## config.mk

```make
export PLATFORM = sky130hd
export DESIGN_NAME = cell_balance_timeout_watchdog
export DESIGN_NICKNAME = d
export VERILOG_FILES = /design/src/verilog/cb_watchdog_pkg.sv /design/src/verilog/cell_balance_timeout_watchdog.sv
export SDC_FILE = /design/constraint.sdc
export NUM_CORES = 1
export LEC_CHECK = 0
export BUFFER_PORTS_ARGS = -buffer_cell sky130_fd_sc_hd__clkbuf_2
export CAP_MARGIN = 5
export CORE_MARGIN = 1.5
export CORE_UTILIZATION = 45
export CTS_CLUSTER_DIAMETER = 30
export CTS_CLUSTER_SIZE = 30
export DETAILED_ROUTE_END_ITERATION = 10
export HOLD_SLACK_MARGIN = 0.06
export MAX_ROUTING_LAYER = met4
export PLACE_DENSITY_LB_ADDON = 0.25
export SLEW_MARGIN = 20
export SYNTH_ARGS = -nofsm -noshare
export SYNTH_HDL_FRONTEND = slang
export SYNTH_SLANG_ARGS = --single-unit
```

## constraint.sdc

```tcl
create_clock -name i_mclk -period 3.95 [get_ports i_mclk]
set_input_delay 0.1975 -clock i_mclk [delete_from_list [all_inputs] [get_ports i_mclk]]
set_output_delay 0.1975 -clock i_mclk [all_outputs]
set_load 0.005 [all_outputs]
```

## src/verilog/cb_watchdog_pkg.sv

```systemverilog
// Package: constants, register map and carriers for the balancing watchdog
package cb_watchdog_pkg;
   // =========================================================
   // Clock and timing
   // =========================================================
   localparam int unsigned CLK_HZ          = 50_000_000;
   localparam int unsigned PRESCALE_BASE_S = 1;
   localparam int unsigned BASE_TICK_CYC   = CLK_HZ * PRESCALE_BASE_S;
   localparam int unsigned STARTUP_US      = 280;
   localparam int unsigned STARTUP_CYC     = (STARTUP_US * (CLK_HZ / 1_000_000));
   localparam logic [4:0]  PERIOD_SEL1_S   = 5'h01;
   localparam logic [4:0]  PERIOD_SEL2_S   = 5'h04;
   localparam logic [4:0]  PERIOD_SEL3_S   = 5'h10;

   // =========================================================
   // Register map
   // =========================================================
   localparam logic [7:0]  ADDR_DEVICE_STATUS     = 8'h02;
   localparam logic [7:0]  ADDR_ACQUISITION_CFG   = 8'h0C;
   localparam logic [15:0] RESET_ACQUISITION_CFG  = 16'h0000;
   localparam int unsigned RESET_FLAG_BIT         = 0;
   localparam int unsigned COUNT_LSB              = 8;
   localparam int unsigned PRESCALE_LSB           = 14;
   localparam logic [1:0]  PRESCALE_OFF           = 2'h0;
   localparam logic [3:0]  COUNT_ZERO             = 4'h0;
   localparam int unsigned NUM_SWITCHES           = 12;

   typedef struct packed {
      logic        wr;
      logic        rd;
      logic [7:0]  addr;
      logic [15:0] wdata;
   } reg_req_t;

   typedef enum logic [0:0] {
      ST_WAIT_OSC = 1'b0,
      ST_ACTIVE   = 1'b1
   } power_state_t;
endpackage

```

## src/verilog/cell_balance_timeout_watchdog.sv

```systemverilog
// Cell-balancing timeout watchdog with power-up sequencing and thermal gating
// Contract
// - Timeout is 4-bit down-counter, selectable prescale
// - Count and prescale live in config MSB
// - Decrement every 1, 4 or 16 seconds
// - Prescale 00 disables; nonzero starts countdown
// - Count RW; read returns acknowledge-time snapshot
// - Counting down to zero forces switches off until refresh
// - Separate gate; switch config left untouched
// - Only transition into zero disables switches
// - Oscillator first, logic after 280 us
// - Reset flag set on power return; host clears
// - Thermal shutdown gates switches, config untouched
// - Power-on reset returns registers to defaults
module cell_balance_timeout_watchdog
   import cb_watchdog_pkg::*;
#(
   parameter int unsigned TICK_CYC    = BASE_TICK_CYC,
   parameter int unsigned STARTUP_CNT = STARTUP_CYC
) (
   input  wire logic                    i_mclk,
   input  wire logic                    i_rst_n,
   input  wire logic                    i_ce,
   input  wire reg_req_t                i_req,
   input  wire logic                    i_ack_sample,
   input  wire logic                    i_thermal_shutdown,
   input  wire logic [NUM_SWITCHES-1:0] i_balance_switch_config,
   output logic [15:0]                  o_reg_rdata,
   output logic                         o_osc_enable,
   output logic                         o_logic_enable,
   output logic                         o_charge_pump_enable,
   output logic [NUM_SWITCHES-1:0]      o_balance_switch_en
);
   // =========================================================
   // Pin synchronisers
   // =========================================================
   logic [2:0]   ack_sync;
   logic [2:0]   therm_sync;
   logic         ack_level;
   logic         ack_prev;
   logic         therm_level;
   logic         ack_strobe;

   // Third stage must agree with second before a change is accepted
   always_ff @(posedge i_mclk or negedge i_rst_n) begin
      if (!i_rst_n) begin
         ack_sync    <= 3'h0;
         therm_sync  <= 3'h0;
         ack_level   <= 1'b0;
         ack_prev    <= 1'b0;
         therm_level <= 1'b0;
      end else if (i_ce) begin
         ack_sync   <= {ack_sync[1:0], i_ack_sample};
         therm_sync <= {therm_sync[1:0], i_thermal_shutdown};
         if (ack_sync[1] == ack_sync[2]) begin
            ack_level <= ack_sync[2];
         end
         if (therm_sync[1] == therm_sync[2]) begin
            therm_level <= therm_sync[2];
         end
         ack_prev <= ack_level;
      end
   end
   assign ack_strobe = ack_level & ~ack_prev;

   // =========================================================
   // Power-up sequencing
   // =========================================================
   power_state_t pstate;
   logic [31:0]  startup_cnt;
   logic         flag_set;

   always_ff @(posedge i_mclk or negedge i_rst_n) begin
      if (!i_rst_n) begin
         pstate      <= ST_WAIT_OSC;
         startup_cnt <= 32'h0;
      end else if (i_ce) begin
         case (pstate)
            ST_WAIT_OSC: begin
               if (startup_cnt == STARTUP_CNT - 1) begin
                  pstate <= ST_ACTIVE;
               end else begin
                  startup_cnt <= startup_cnt + 32'h1;
               end
            end
            ST_ACTIVE: pstate <= ST_ACTIVE;
            default:   pstate <= ST_WAIT_OSC;
         endcase
      end
   end
   assign o_osc_enable         = 1'b1;
   assign o_logic_enable       = (pstate == ST_ACTIVE);
   assign o_charge_pump_enable = (pstate == ST_ACTIVE);
   assign flag_set = i_ce && (pstate == ST_WAIT_OSC) && (startup_cnt == STARTUP_CNT - 1);

   // =========================================================
   // Registers
   // =========================================================
   logic         wr_acq;
   logic         wr_stat;
   logic [15:0]  acq_low;
   logic [1:0]   prescale_sel;
   logic [3:0]   count;
   logic [3:0]   count_snap;
   logic         reset_flag;
   logic         dec_pulse;

   assign wr_acq  = i_ce && o_logic_enable && i_req.wr && (i_req.addr == ADDR_ACQUISITION_CFG);
   assign wr_stat = i_ce && o_logic_enable && i_req.wr && (i_req.addr == ADDR_DEVICE_STATUS);

   // Bits of the config word outside the watchdog fields are plain storage
   always_ff @(posedge i_mclk or negedge i_rst_n) begin
      if (!i_rst_n) begin
         acq_low      <= RESET_ACQUISITION_CFG;
         prescale_sel <= RESET_ACQUISITION_CFG[PRESCALE_LSB +: 2];
      end else if (wr_acq) begin
         acq_low      <= i_req.wdata;
         prescale_sel <= i_req.wdata[PRESCALE_LSB +: 2];
      end
   end

   always_ff @(posedge i_mclk or negedge i_rst_n) begin
      if (!i_rst_n) begin
         count <= RESET_ACQUISITION_CFG[COUNT_LSB +: 4];
      end else if (wr_acq) begin
         count <= i_req.wdata[COUNT_LSB +: 4];
      end else if (dec_pulse && count != COUNT_ZERO) begin
         count <= count - 4'h1;
      end
   end

   always_ff @(posedge i_mclk or negedge i_rst_n) begin
      if (!i_rst_n) begin
         count_snap <= COUNT_ZERO;
      end else if (i_ce && ack_strobe) begin
         count_snap <= count;
      end
   end

   // Write-one-to-clear; a set in the same cycle wins
   always_ff @(posedge i_mclk or negedge i_rst_n) begin
      if (!i_rst_n) begin
         reset_flag <= 1'b0;
      end else if (flag_set) begin
         reset_flag <= 1'b1;
      end else if (wr_stat && i_req.wdata[RESET_FLAG_BIT]) begin
         reset_flag <= 1'b0;
      end
   end

   always_ff @(posedge i_mclk or negedge i_rst_n) begin
      if (!i_rst_n) begin
         o_reg_rdata <= 16'h0000;
      end else if (i_ce && i_req.rd) begin
         case (i_req.addr)
            ADDR_ACQUISITION_CFG: begin
               o_reg_rdata                         <= acq_low;
               o_reg_rdata[PRESCALE_LSB +: 2]      <= prescale_sel;
               o_reg_rdata[COUNT_LSB +: 4]         <= count_snap;
            end
            ADDR_DEVICE_STATUS: begin
               o_reg_rdata                 <= 16'h0000;
               o_reg_rdata[RESET_FLAG_BIT] <= reset_flag;
            end
            default: o_reg_rdata <= 16'h0000;
         endcase
      end
   end

   // =========================================================
   // Prescaler
   // =========================================================
   logic [31:0]  tick_cnt;
   logic [4:0]   sec_cnt;
   logic [4:0]   period_s;
   logic         sec_tick;

   always_comb begin
      case (prescale_sel)
         2'h1:    period_s = PERIOD_SEL1_S;
         2'h2:    period_s = PERIOD_SEL2_S;
         2'h3:    period_s = PERIOD_SEL3_S;
         default: period_s = PERIOD_SEL1_S;
      endcase
   end

   assign sec_tick  = (tick_cnt == TICK_CYC - 1);
   assign dec_pulse = i_ce && !wr_acq && (prescale_sel != PRESCALE_OFF) && sec_tick && (sec_cnt == period_s - 5'h1);

   // Phase restarts on every config write so a refresh buys a full period
   always_ff @(posedge i_mclk or negedge i_rst_n) begin
      if (!i_rst_n) begin
         tick_cnt <= 32'h0;
         sec_cnt  <= 5'h00;
      end else if (i_ce) begin
         if (wr_acq || prescale_sel == PRESCALE_OFF) begin
            tick_cnt <= 32'h0;
            sec_cnt  <= 5'h00;
         end else if (sec_tick) begin
            tick_cnt <= 32'h0;
            sec_cnt  <= (sec_cnt == period_s - 5'h1) ? 5'h00 : sec_cnt + 5'h01;
         end else begin
            tick_cnt <= tick_cnt + 32'h1;
         end
      end
   end

   // =========================================================
   // Timeout gate and switch outputs
   // =========================================================
   logic         timed_out;
   logic         switch_gate;

   always_ff @(posedge i_mclk or negedge i_rst_n) begin
      if (!i_rst_n) begin
         timed_out <= 1'b0;
      end else if (i_ce) begin
         if (prescale_sel == PRESCALE_OFF) begin
            timed_out <= 1'b0;
         end else if (wr_acq) begin
            // Writing zero with a nonzero prescale neither trips nor clears: only a decrement trips
            if (i_req.wdata[COUNT_LSB +: 4] != COUNT_ZERO || i_req.wdata[PRESCALE_LSB +: 2] == PRESCALE_OFF) begin
               timed_out <= 1'b0;
            end
         end else if (dec_pulse && count == 4'h1) begin
            timed_out <= 1'b1;
         end
      end
   end

   // Balancing config is only masked here, never rewritten
   assign switch_gate = timed_out | therm_level;

   always_ff @(posedge i_mclk or negedge i_rst_n) begin
      if (!i_rst_n) begin
         o_balance_switch_en <= '0;
      end else if (i_ce) begin
         o_balance_switch_en <= i_balance_switch_config & {NUM_SWITCHES{~switch_gate}};
      end
   end
endmodule

```

==> metrics.yaml, run 1 <==
clock_network:
  clkSlewWorstSetupHoldPaths_ns: 0.05
  cts_buffers: 17
  clk_path_buf_depth: 2
  hold_buffers: 31
  post_cts_buffers: 0
  clock-sinks: 129
  h-tree-depth: 4
  ctsResizeCount: 0
  clock_latency_ns: 0.42
  tritoncts: "yes"
  clockRootBuffer: "clkbuf_16"
pwr:
  leakage_nw: 3.49
  powerDensity_nw_per_um2: 455
  peakVddDrop_mv: 0.320
place:
  pre_cts_slack_ns: 0.915
  dp_hpwl_um: 8410
  placed_cells: 814
  globalplace.congestion: 0.868
  post_dp_cell_area_um2: 6450
  io_buffers: 72
min_path:
  min_to: "count[3]$_DFFE_PN0P_"
  hold_class: "input port to flip-flop"
  min_path_cells: 3
  worstHoldStart: "i_req[11]"
yosys:
  syn_inst: 585
  synth_top_area_frac: 0.545
  yosys-top-cells-area: "dfrtp_1 55%, nand2_1 6.0%, xnor2_1 5.0%, xor2_1 3.7%, nor2_1 3.2%"
  synth_edf_count: 0
  synth_fp_nets: 633
  syn_area_um2: 5920
  ys_warn_count: 0
  ys.flop_type: "dfrtp_1"
  synth_area_leader_cell: "dfrtp_1"
  synth_common_cells: "129 x dfrtp_1, 94 x nand2_1, 50 x nor2_1"
  ys_seq_area_frac: 0.545
  async_reset_ff_frac: 1.00
  synth_most_common_cell: "dfrtp_1"
  synth-seq-cells: 129
  synth.distinct_cells: 51
  syn_area_per_cell_um2: 10.1
final_layout:
  instances_no_fill: 874
  fillers: 1135
  final_core_util: 0.579
  insertedDiodeCount: 0
  final_area_um2: 7370
  drive_above_1_share: 0.171
  nets: 740
  syn2layout_area_growth_pct: 24.5
routing:
  dr.pass1.iters: 5
  avgRoutedWirePerCell_um: 14.5
  drcViolationCount: 0
  via_per_inst: 5.25
  final_antenna_net_count: 0
  drt-initial-drc-count: 256
  wirelength_um: 12600
  via_count: 4592
global_route:
  grt_use_met1: 0.251
  grt-busiest-layer: "met2"
  grt_pass1_wl_um: 22200
  track_usage: 0.207
  antenna_found_initial: 0
  grtUsageMet2: 0.325
  grt_pass1_vias: 4669
  globalRouteMet3Util: 0.0577
  overflow: 0
  grt_max_degree: 83
timing:
  slew_headroom: 0.272
  hold_viol: 0
  finClkSkew_ns: 0.00959
  setup_ws_ns: 0.998
  period_minus_slack_ns: 2.95
  fin_crit_sh: 0.747
  finalSetupViolations: 0
  rsz0062_at_grt: "no"
  worst_slew_pin_slew_ns: 1.09
  drv_slew: 0
  fmax_ghz: 0.339
  tns_ns: 0
critical_path:
  reg2reg_depth: 6
  arrival_ns: 3.25
  crit_type: "flip-flop to flip-flop"
  r2r_end: "tick_cnt[22]$_DFFE_PN0P_"
  reg2reg_from: "tick_cnt[7]$_DFFE_PN0P_"
  cp.required_ns: 4.25
  endpoint_kind: "flip-flop"
  r2r_slack_ns: 1.0
  setup.worst_path.start_class: "flip-flop"
  crit_path_max_fanout: 15
die:
  initial_core_util: 0.465
  rows: 41
  die_w_um: 118
  die_y_um: 118
  coreArea_um2: 12700
  io_pins: 74
  die_area_um2: 13900
flow_run:
  drv_cap: 0
run_status:
  status: "complete, no violations"
==> power breakdown <==
group          internal [mW]  leakage (nW)  switching [mW]
Sequential              1.41          1.74          0.0721
Combinational          0.121          1.46           0.136
Clock                   1.09         0.299           0.521
==> layout by cell type (no fill, tap or decap), types with 8 or more instances in the layout <==
| cell | instances |
|---|---|
| a22o_1 | 15 |
| and3_1 | 14 |
| and4_1 | 8 |
| clkbuf_16 | 17 |
| clkbuf_2 | 71 |
| dfrtp_1 | 129 |
| dlygate4sd3_1 | 31 |
| inv_1 | 21 |
| mux2_2 | 9 |
| nand2_1 | 94 |
| nand3_1 | 31 |
| nand4_1 | 16 |
| nor2_1 | 50 |
| nor3_1 | 9 |
| nor4_1 | 11 |
| o21ai_0 | 27 |
| xnor2_1 | 34 |
| xor2_1 | 25 |
==> cells by family (layout without fill, tap and decap cells) <==
kind of cell	Yosys count	in the layout	share of synthesized area
and+or+nand+nor	269	269	0.229
other	1	1	0.000633
DFF	129	129	0.545
buffers and inverters	41	158	0.0279
adders and majority gates	5	5	0.0106
xor gates and xnor gates	59	59	0.0873
muxes	11	11	0.0205
AOI/OAI and AO/OA	70	70	0.0792
==> routing by layer <==
| layer | wire length, um | share of wire | vias up |
|---|---|---|---|
| met5 | 0 | 0 | - |
| met4 | 195 | 0.015 | 0 |
| met3 | 403 | 0.032 | 16 |
| met2 | 6220 | 0.49 | 70 |
| met1 | 5820 | 0.46 | 2263 |
| li1 | - | - | 2243 |
==> through the flow <==
stage | hold WS, ns | total power, mW
3_3_place_gp | 0.401 | 1.73
2_1_floorplan | -0.0981 | 1.62
4_1_cts | 0.0632 | 3.40
6_report | 0.0804 | 3.35
5_1_grt | 0.0701 | 3.51
3_5_place_dp | 0.399 | 1.74
==> how the worst max path moves through the flow <==
stage | from | end | slack (ns)
2_1_floorplan | tick_cnt[7]$_DFFE_PN0P_ | count[3]$_DFFE_PN0P_ | 1.34
3_3_place_gp | i_req[20] | tick_cnt[15]$_DFFE_PN0P_ | 0.96
3_5_place_dp | i_req[20] | tick_cnt[28]$_DFFE_PN0P_ | 0.91
4_1_cts | tick_cnt[7]$_DFFE_PN0P_ | tick_cnt[18]$_DFFE_PN0P_ | 0.97
5_1_grt | tick_cnt[7]$_DFFE_PN0P_ | tick_cnt[22]$_DFFE_PN0P_ | 0.79
6_report | tick_cnt[7]$_DFFE_PN0P_ | tick_cnt[22]$_DFFE_PN0P_ | 1.0
==> cell type report <==
cell class	instances	area, um2	share of cell area
Clock buffer	23	478	0.0648
Clock inverter	6	130	0.0177
Inverter	21	78.8	0.0107
Multi-Input combinational cell	415	2530	0.343
Sequential cell	129	3230	0.438
Tap cell	172	215	0.0292
Timing Repair Buffer	108	714	0.0969
==> critical path, stage by stage (launching register included) <==
cell and delay [ns]:
dfrtp_1 0.44, or4_1 0.52, or4_4 0.50, nor4_4 0.50
o21a_1 0.52, buf_4 0.28, nor2_1 0.06
==> sequential cells by signal, summed over array words and instances (netlist names) <==
| signal | cells |
|---|---|
| o_reg_rdata | 16 |
| ack_sync | 3 |
| startup_cnt | 32 |
| prescale_sel | 2 |
| ack_prev | 1 |
| acq_low | 10 |
| therm_level | 1 |
| count | 4 |
| o_charge_pump_enable | 1 |
| reset_flag | 1 |
| sec_cnt | 5 |
| tick_cnt | 32 |
| ack_level | 1 |
| o_balance_switch_en | 12 |
| timed_out | 1 |
| therm_sync | 3 |
| count_snap | 4 |
Power figures use the tool's default switching activity.
==> inputs of run 2 (changes only) <==
==> constraint.sdc (replaced) <==
create_clock -name i_mclk -period 2.48 [get_ports i_mclk]
set_input_delay 0.124 -clock i_mclk [delete_from_list [all_inputs] [get_ports i_mclk]]
set_output_delay 0.124 -clock i_mclk [all_outputs]
set_load 0.005 [all_outputs]
==> run 2 against run 1 <==
First-iteration DRC count rose by 5.5%; highest routed layer unchanged; non-clock buffer count grew 25; worst hold slack lost 0.0036 ns; design area is 3.8% higher; core utilization up 2.2 points; clock power is 68% higher; critical path depth increased by 1; via count rose by 3.1%; die area stayed put.
==> metrics.yaml, run 2 (same netlist as run 1, synthesis figures left out) <==
clock_network:
  clock-sinks: 129  # unchanged
  clk_path_buf_depth: 2  # unchanged
  tritoncts: "yes"
  clock_latency_ns: 0.41  # about the same
  cts_buffers: 17  # unchanged
  h-tree-depth: 4  # unchanged
  clockRootBuffer: "clkbuf_16"
  clkSlewWorstSetupHoldPaths_ns: 0.06  # about the same
die:
  io_pins: 74  # unchanged
  rows: 41  # unchanged
  die_w_um: 118  # unchanged
  die_y_um: 118  # unchanged
  die_area_um2: 13900  # unchanged
  coreArea_um2: 12700  # unchanged
  initial_core_util: 0.465  # unchanged
critical_path:
  endpoint_kind: "flip-flop"
  reg2reg_depth: 7  # +1
  startpoint: "tick_cnt[9]$_DFFE_PN0P_"
  crit_path_max_fanout: 7  # -8
  reg2reg_from: "tick_cnt[9]$_DFFE_PN0P_"
  arrival_ns: 2.80  # -0.45 ns
  r2r_slack_ns: 0.03  # -0.96 ns
  r2r_end: "sec_cnt[2]$_DFFE_PN0P_"
  setup.worst_path.start_class: "flip-flop"
  cp-endpoint: "sec_cnt[2]$_DFFE_PN0P_"
  crit_type: "flip-flop to flip-flop"
  cp.required_ns: 2.84  # -1.41 ns
pwr:
  power.total_mw: 5.50  # +64%
  peakVddDrop_mv: 0.498  # +55%
  powerDensity_nw_per_um2: 719  # +58%
  leakage_nw: 3.64  # +4.2%
routing:
  dr.pass1.iters: 6  # +1
  avgRoutedWirePerCell_um: 15.1  # +4.7%
  final_antenna_net_count: 0  # unchanged
  wirelength_um: 13700  # +8.1%
  via_per_inst: 5.25  # about the same
  drt-initial-drc-count: 270  # +5.5%
  via_count: 4735  # +3.1%
  drcViolationCount: 0  # unchanged
final_layout:
  multi_input_area_um2: 2540  # +0.50%
  drive_above_1_share: 0.204  # +0.0332
  reg_top3: "startup_cnt (32), tick_cnt (32), o_reg_rdata (16)"
  final_common_cell: "dfrtp_1"
  insertedDiodeCount: 0  # unchanged
  syn2layout_area_growth_pct: 29.2
  nets: 765  # +3.4%
  fillers: 1096  # -3.4%
  final_cell_mix: "129 x dfrtp_1, 94 x nand2_1, 71 x clkbuf_2"
  seqCellArea_um2: 3230  # unchanged
  final_core_util: 0.601  # +0.0220
timing:
  slew_headroom: 0.584  # +0.312
  hold_viol: 0  # unchanged
  drv_slew: 0  # unchanged
  worst_slew_pin_slew_ns: 0.624  # -0.464 ns
  finalSetupViolations: 0  # unchanged
  hold_ws_ns: 0.0768  # -0.00358 ns
  fmax_ghz: 0.409  # +21%
  period_minus_slack_ns: 2.45  # -0.505 ns
  fin_crit_sh: 0.986  # +0.239
  finClkSkew_ns: 0.00550  # -0.00409 ns
  rsz0062_at_grt: "yes"
global_route:
  grt_max_degree: 54  # -35%
  antenna_found_initial: 0  # unchanged
  overflow: 0  # unchanged
  track_usage: 0.213  # +0.00631
  grt_pass1_wl_um: 23000  # +3.7%
  grt_pass1_vias: 4934  # +5.7%
min_path:
  hold_class: "input port to flip-flop"
  worstHoldStart: "i_req[18]"
flow_run:
  drv_cap: 0  # unchanged
run_status:
  status: "complete, no violations"
place:
  globalplace.congestion: 0.858  # -1.2%
  io_buffers: 72  # unchanged
  dp_hpwl_um: 9150  # +8.7%
run 2: cell count changes in the layout (fill, tap and decap cells not counted), sizes merged:
cell,previous run,this run
buf,6,29
bufinv,4,5
clkbuf,94,95
clkinvlp,0,2
dlygate4sd3,31,32
run 2: per-layer routing:
layer | track usage | share of wire | wire length, um
met1 | 0.253 | 0.44 | 6010
met3 | 0.0562 | 0.030 | 405
met5 | - | 0 | 0
met4 | 0.0770 | 0.017 | 232
met2 | 0.351 | 0.51 | 7010
run 2: report_power, final:
| group | total [mW] | internal [mW] | switching [mW] |
|---|---|---|---|
| combinational | 0.434 | 0.209 | 0.225 |
| sequential | 2.36 | 2.25 | 0.116 |
| clock | 2.71 | 1.84 | 0.871 |
run 2: timing repair:
| item | 4_1_cts | 5_1_grt |
|---|---|---|
| hold endpoints to repair | 78 | 0 |
| gates resized for setup | 0 | 2 |
| setup buffers | 0 | 3 |
| setup endpoints to repair | 0 | 39 |
| hold buffers | 32 | 0 |
run 2: how the worst min path moves through the flow:
stage          cells past startpoint                            endpoint  slack (ns)
2_1_floorplan                      0               ack_level$_DFFE_PN0P_       -0.17
3_3_place_gp                       1  o_balance_switch_en[6]$_DFFE_PN0P_        0.17
3_5_place_dp                       1  o_balance_switch_en[6]$_DFFE_PN0P_        0.18
4_1_cts                            5              reset_flag$_DFFE_PN0P_        0.06
5_1_grt                            5              reset_flag$_DFFE_PN0P_        0.11
6_report                           5              reset_flag$_DFFE_PN0P_        0.08
run 2: worst max-delay path, cell delays in order, from the launching register on:
cell and delay [ns]:
dfrtp_1 0.37, or4_1 0.51, or4_4 0.50, nor4_4 0.23, buf_4 0.20, nand3b_1 0.19
o211ai_1 0.24, o21a_1 0.14
run 2: through the flow:
stage	area [um2]	TNS (ns)	setup slack, ns	cells
final	7650	0	0.0335	902
after global placement	6630	0	0.0752	834
after detailed placement	6630	0	0.0312	834
after floorplan	5930	0	0.0118	585
after CTS	7600	0	0.0196	898
after global routing	7650	-0.815	-0.119	902
run 2: area by class of cell:
cell class / instances / area share
multi-input cells: 415 / 0.332
clock buffers: 23 / 0.0612
inverters: 21 / 0.0103
well taps: 172 / 0.0281
clock inverters: 9 / 0.0234
repair buffers: 133 / 0.123
flip-flops and latches: 129 / 0.422
==> inputs of run 3 (changes only) <==
--- a/config.mk
+++ b/config.mk
@@ -7,7 +7,6 @@
 export LEC_CHECK = 0
 export BUFFER_PORTS_ARGS = -buffer_cell sky130_fd_sc_hd__clkbuf_2
 export CAP_MARGIN = 5
-export CORE_MARGIN = 1.5
 export CORE_UTILIZATION = 45
 export CTS_CLUSTER_DIAMETER = 30
 export CTS_CLUSTER_SIZE = 30
==> run 3 against run 2 <==
Register-to-register slack lost 0.02 ns; critical path type unchanged; count of clock-buffer cells in the layout down 3; first-iteration DRC count shrank 4.4%.
==> metrics.yaml, run 3 (same netlist as run 1, synthesis figures left out) <==
global_route:
  grt_max_degree: 51  # -5.6%
  track_usage: 0.218  # +0.00517
  grt_pass1_vias: 4778  # -3.2%
  grt_pass1_wl_um: 22000  # -4.3%
  antenna_found_initial: 0  # unchanged
  overflow: 0  # unchanged
place:
  pre_cts_slack_ns: 0.00598  # -0.0253 ns
  dp_hpwl_um: 8950  # -2.2%
  io_buffers: 72  # unchanged
  globalplace.congestion: 0.827  # -3.6%
  post_dp_cell_area_um2: 6650  # +0.34%
critical_path:
  worstPathCellList: "or4_1, or4_4, nor4_4, buf_4, nand3b_1, o211ai_1, o21a_1"
  cpMaxStageDelayCell: "or4_1"
  setup.worst_path.start_class: "flip-flop"
  crit_path_max_fanout: 7  # unchanged
  endpoint_kind: "flip-flop"
  max_stage_delay_ns: 0.53  # +0.02 ns
  crit_type: "flip-flop to flip-flop"
  cp.required_ns: 2.84  # about the same
  arrival_ns: 2.83  # +0.03 ns
timing:
  setup_ws_ns: 0.00892  # -0.0246 ns
  period_minus_slack_ns: 2.47  # +0.0246 ns
  worst_slew_pin_slew_ns: 0.644  # +0.0195 ns
  drv_slew: 0  # unchanged
  finalSetupViolations: 0  # unchanged
  rsz0062_at_grt: "yes"
  hold_viol: 0  # unchanged
  fmax_ghz: 0.405  # -1.0%
  finClkSkew_ns: 0.00587  # +0.000369 ns
  slew_headroom: 0.571  # -0.0130
  tns_ns: 0  # unchanged
  hold_ws_ns: 0.0685  # -0.00830 ns
  fin_crit_sh: 0.996  # +0.00993
clock_network:
  clock_latency_ns: 0.42  # about the same
  clkSlewWorstSetupHoldPaths_ns: 0.05  # about the same
  clk_path_buf_depth: 2  # unchanged
  tritoncts: "yes"
  clockRootBuffer: "clkbuf_16"
  cts_buffers: 17  # unchanged
  h-tree-depth: 4  # unchanged
  clock-sinks: 129  # unchanged
die:
  die_area_um2: 13600  # -1.7%
  die_y_um: 117  # -0.85%
  rows: 41  # unchanged
  die_w_um: 117  # -0.85%
  initial_core_util: 0.465  # unchanged
  coreArea_um2: 12700  # unchanged
  io_pins: 74  # unchanged
pwr:
  internal-power_mw: 3.94  # -8.1%
  switching_share: 0.238  # +0.0172
  seqPwrFrac: 0.457  # +0.028
  peakVddDrop_mv: 0.523  # +5.1%
  power_switching_mw: 1.23  # +1.3%
  powerDensity_nw_per_um2: 679  # -5.5%
  p_clk_frac: 0.459  # -0.033
  pwr-share-comb: 0.084  # +0.005
  leakage_nw: 3.63  # -0.27%
final_layout:
  final_cell_mix: "129 x dfrtp_1, 94 x nand2_1, 71 x clkbuf_2"
  final_common_cell: "dfrtp_1"
  drive_above_1_share: 0.209  # +0.00462
  syn2layout_area_growth_pct: 28.6
  final_area_um2: 7610  # -0.51%
  final_core_util: 0.598  # -0.00305
  insertedDiodeCount: 0  # unchanged
  reg_top3: "startup_cnt (32), tick_cnt (32), o_reg_rdata (16)"
  nets: 769  # +0.52%
routing:
  via_per_inst: 5.28  # +0.51%
  final_antenna_net_count: 0  # unchanged
  drcViolationCount: 0  # unchanged
  wirelength_um: 13400  # -2.0%
  drt-initial-drc-count: 258  # -4.4%
  via_count: 4775  # +0.84%
  dr.pass1.iters: 5  # -1
  avgRoutedWirePerCell_um: 14.8  # -2.3%
min_path:
  hold_class: "input port to flip-flop"
flow_run:
  drv_cap: 0  # unchanged
run_status:
  status: "complete, no violations"
==> run 3: changes by cell type in the layout (fill, tap and decap cells not counted) <==
cell	before	now
o21a_4	0	1
clkbuf_8	2	1
dlygate4sd3_1	32	33
buf_4	27	29
o21a_2	1	0
clkbuf_1	4	2
clkinv_4	1	0
clkinvlp_4	2	4
buf_6	0	1
bufinv_16	5	2
mux2_4	0	1
mux2_2	9	8
clkinv_2	1	5
==> run 3: metal layers <==
metal,up-vias,share of wire,wire length (um),track usage
met5,-,0,0,-
met4,0,0.015,197,0.0920
met3,16,0.034,461,0.0550
met2,74,0.51,6780,0.349
met1,2385,0.44,5950,0.262
li1,2300,-,-,-
==> run 3: worst paths after layout <==
path / slack, ns / cells after the start / endpoint / startpoint
max in group asynchronous: 1.37 / 3 / tick_cnt[12]$_DFFE_PN0P_ / i_rst_n
setup / recovery: 0.009 / 7 / sec_cnt[2]$_DFFE_PN0P_ / tick_cnt[9]$_DFFE_PN0P_
hold / removal: 0.07 / 5 / reset_flag$_DFFE_PN0P_ / i_req[19]
setup reg to reg: 0.009 / 7 / sec_cnt[2]$_DFFE_PN0P_ / tick_cnt[9]$_DFFE_PN0P_
min in group asynchronous: 0.27 / 2 / o_balance_switch_en[8]$_DFFE_PN0P_ / i_rst_n
hold reg to reg: 0.47 / 2 / acq_low[0]$_DFFE_PN0P_ / acq_low[0]$_DFFE_PN0P_
==> run 3: critical path: cells and delay by family, from the launching register on <==
family	cells	cell delay, ns
flip-flops	1	0.39
buffers and inverters	1	0.20
AO/OA/AOI/OAI	2	0.39
AND/OR/NAND/NOR	4	1.44
==> run 3: power groups by stage <==
stage	sequential, mW	clock [mW]	combinational (mW)
3_3_place_gp	2.39	0	0.374
4_1_cts	2.36	2.42	0.430
3_5_place_dp	2.40	0	0.388
5_1_grt	2.38	2.52	0.495
6_report	2.36	2.37	0.436
2_1_floorplan	2.37	0	0.206
==> run 3: per-stage QoR <==
step / total power [mW] / std cells
2_1_floorplan: 2.58 / 585
3_3_place_gp: 2.76 / 837
3_5_place_dp: 2.78 / 837
4_1_cts: 5.21 / 901
5_1_grt: 5.39 / 905
6_report: 5.17 / 905
==> run 3: what timing repair did <==
action | in CTS | in global routing
hold endpoints to repair | 79 | 0
hold buffers | 33 | 0
pin swaps | 0 | 3
endpoints found under the setup margin | 1 | 41
buffers inserted | 0 | 2
gates resized for setup | 0 | 4
gates cloned | 0 | 2
==> run 3: cell type report <==
type	instances	area, um2
Clock buffer	20	447
Clock inverter	11	115
Fill cell	1128	5110
Inverter	21	78.8
Multi-Input combinational cell	415	2550
Sequential cell	129	3230
Tap cell	172	215
Timing Repair Buffer	137	980
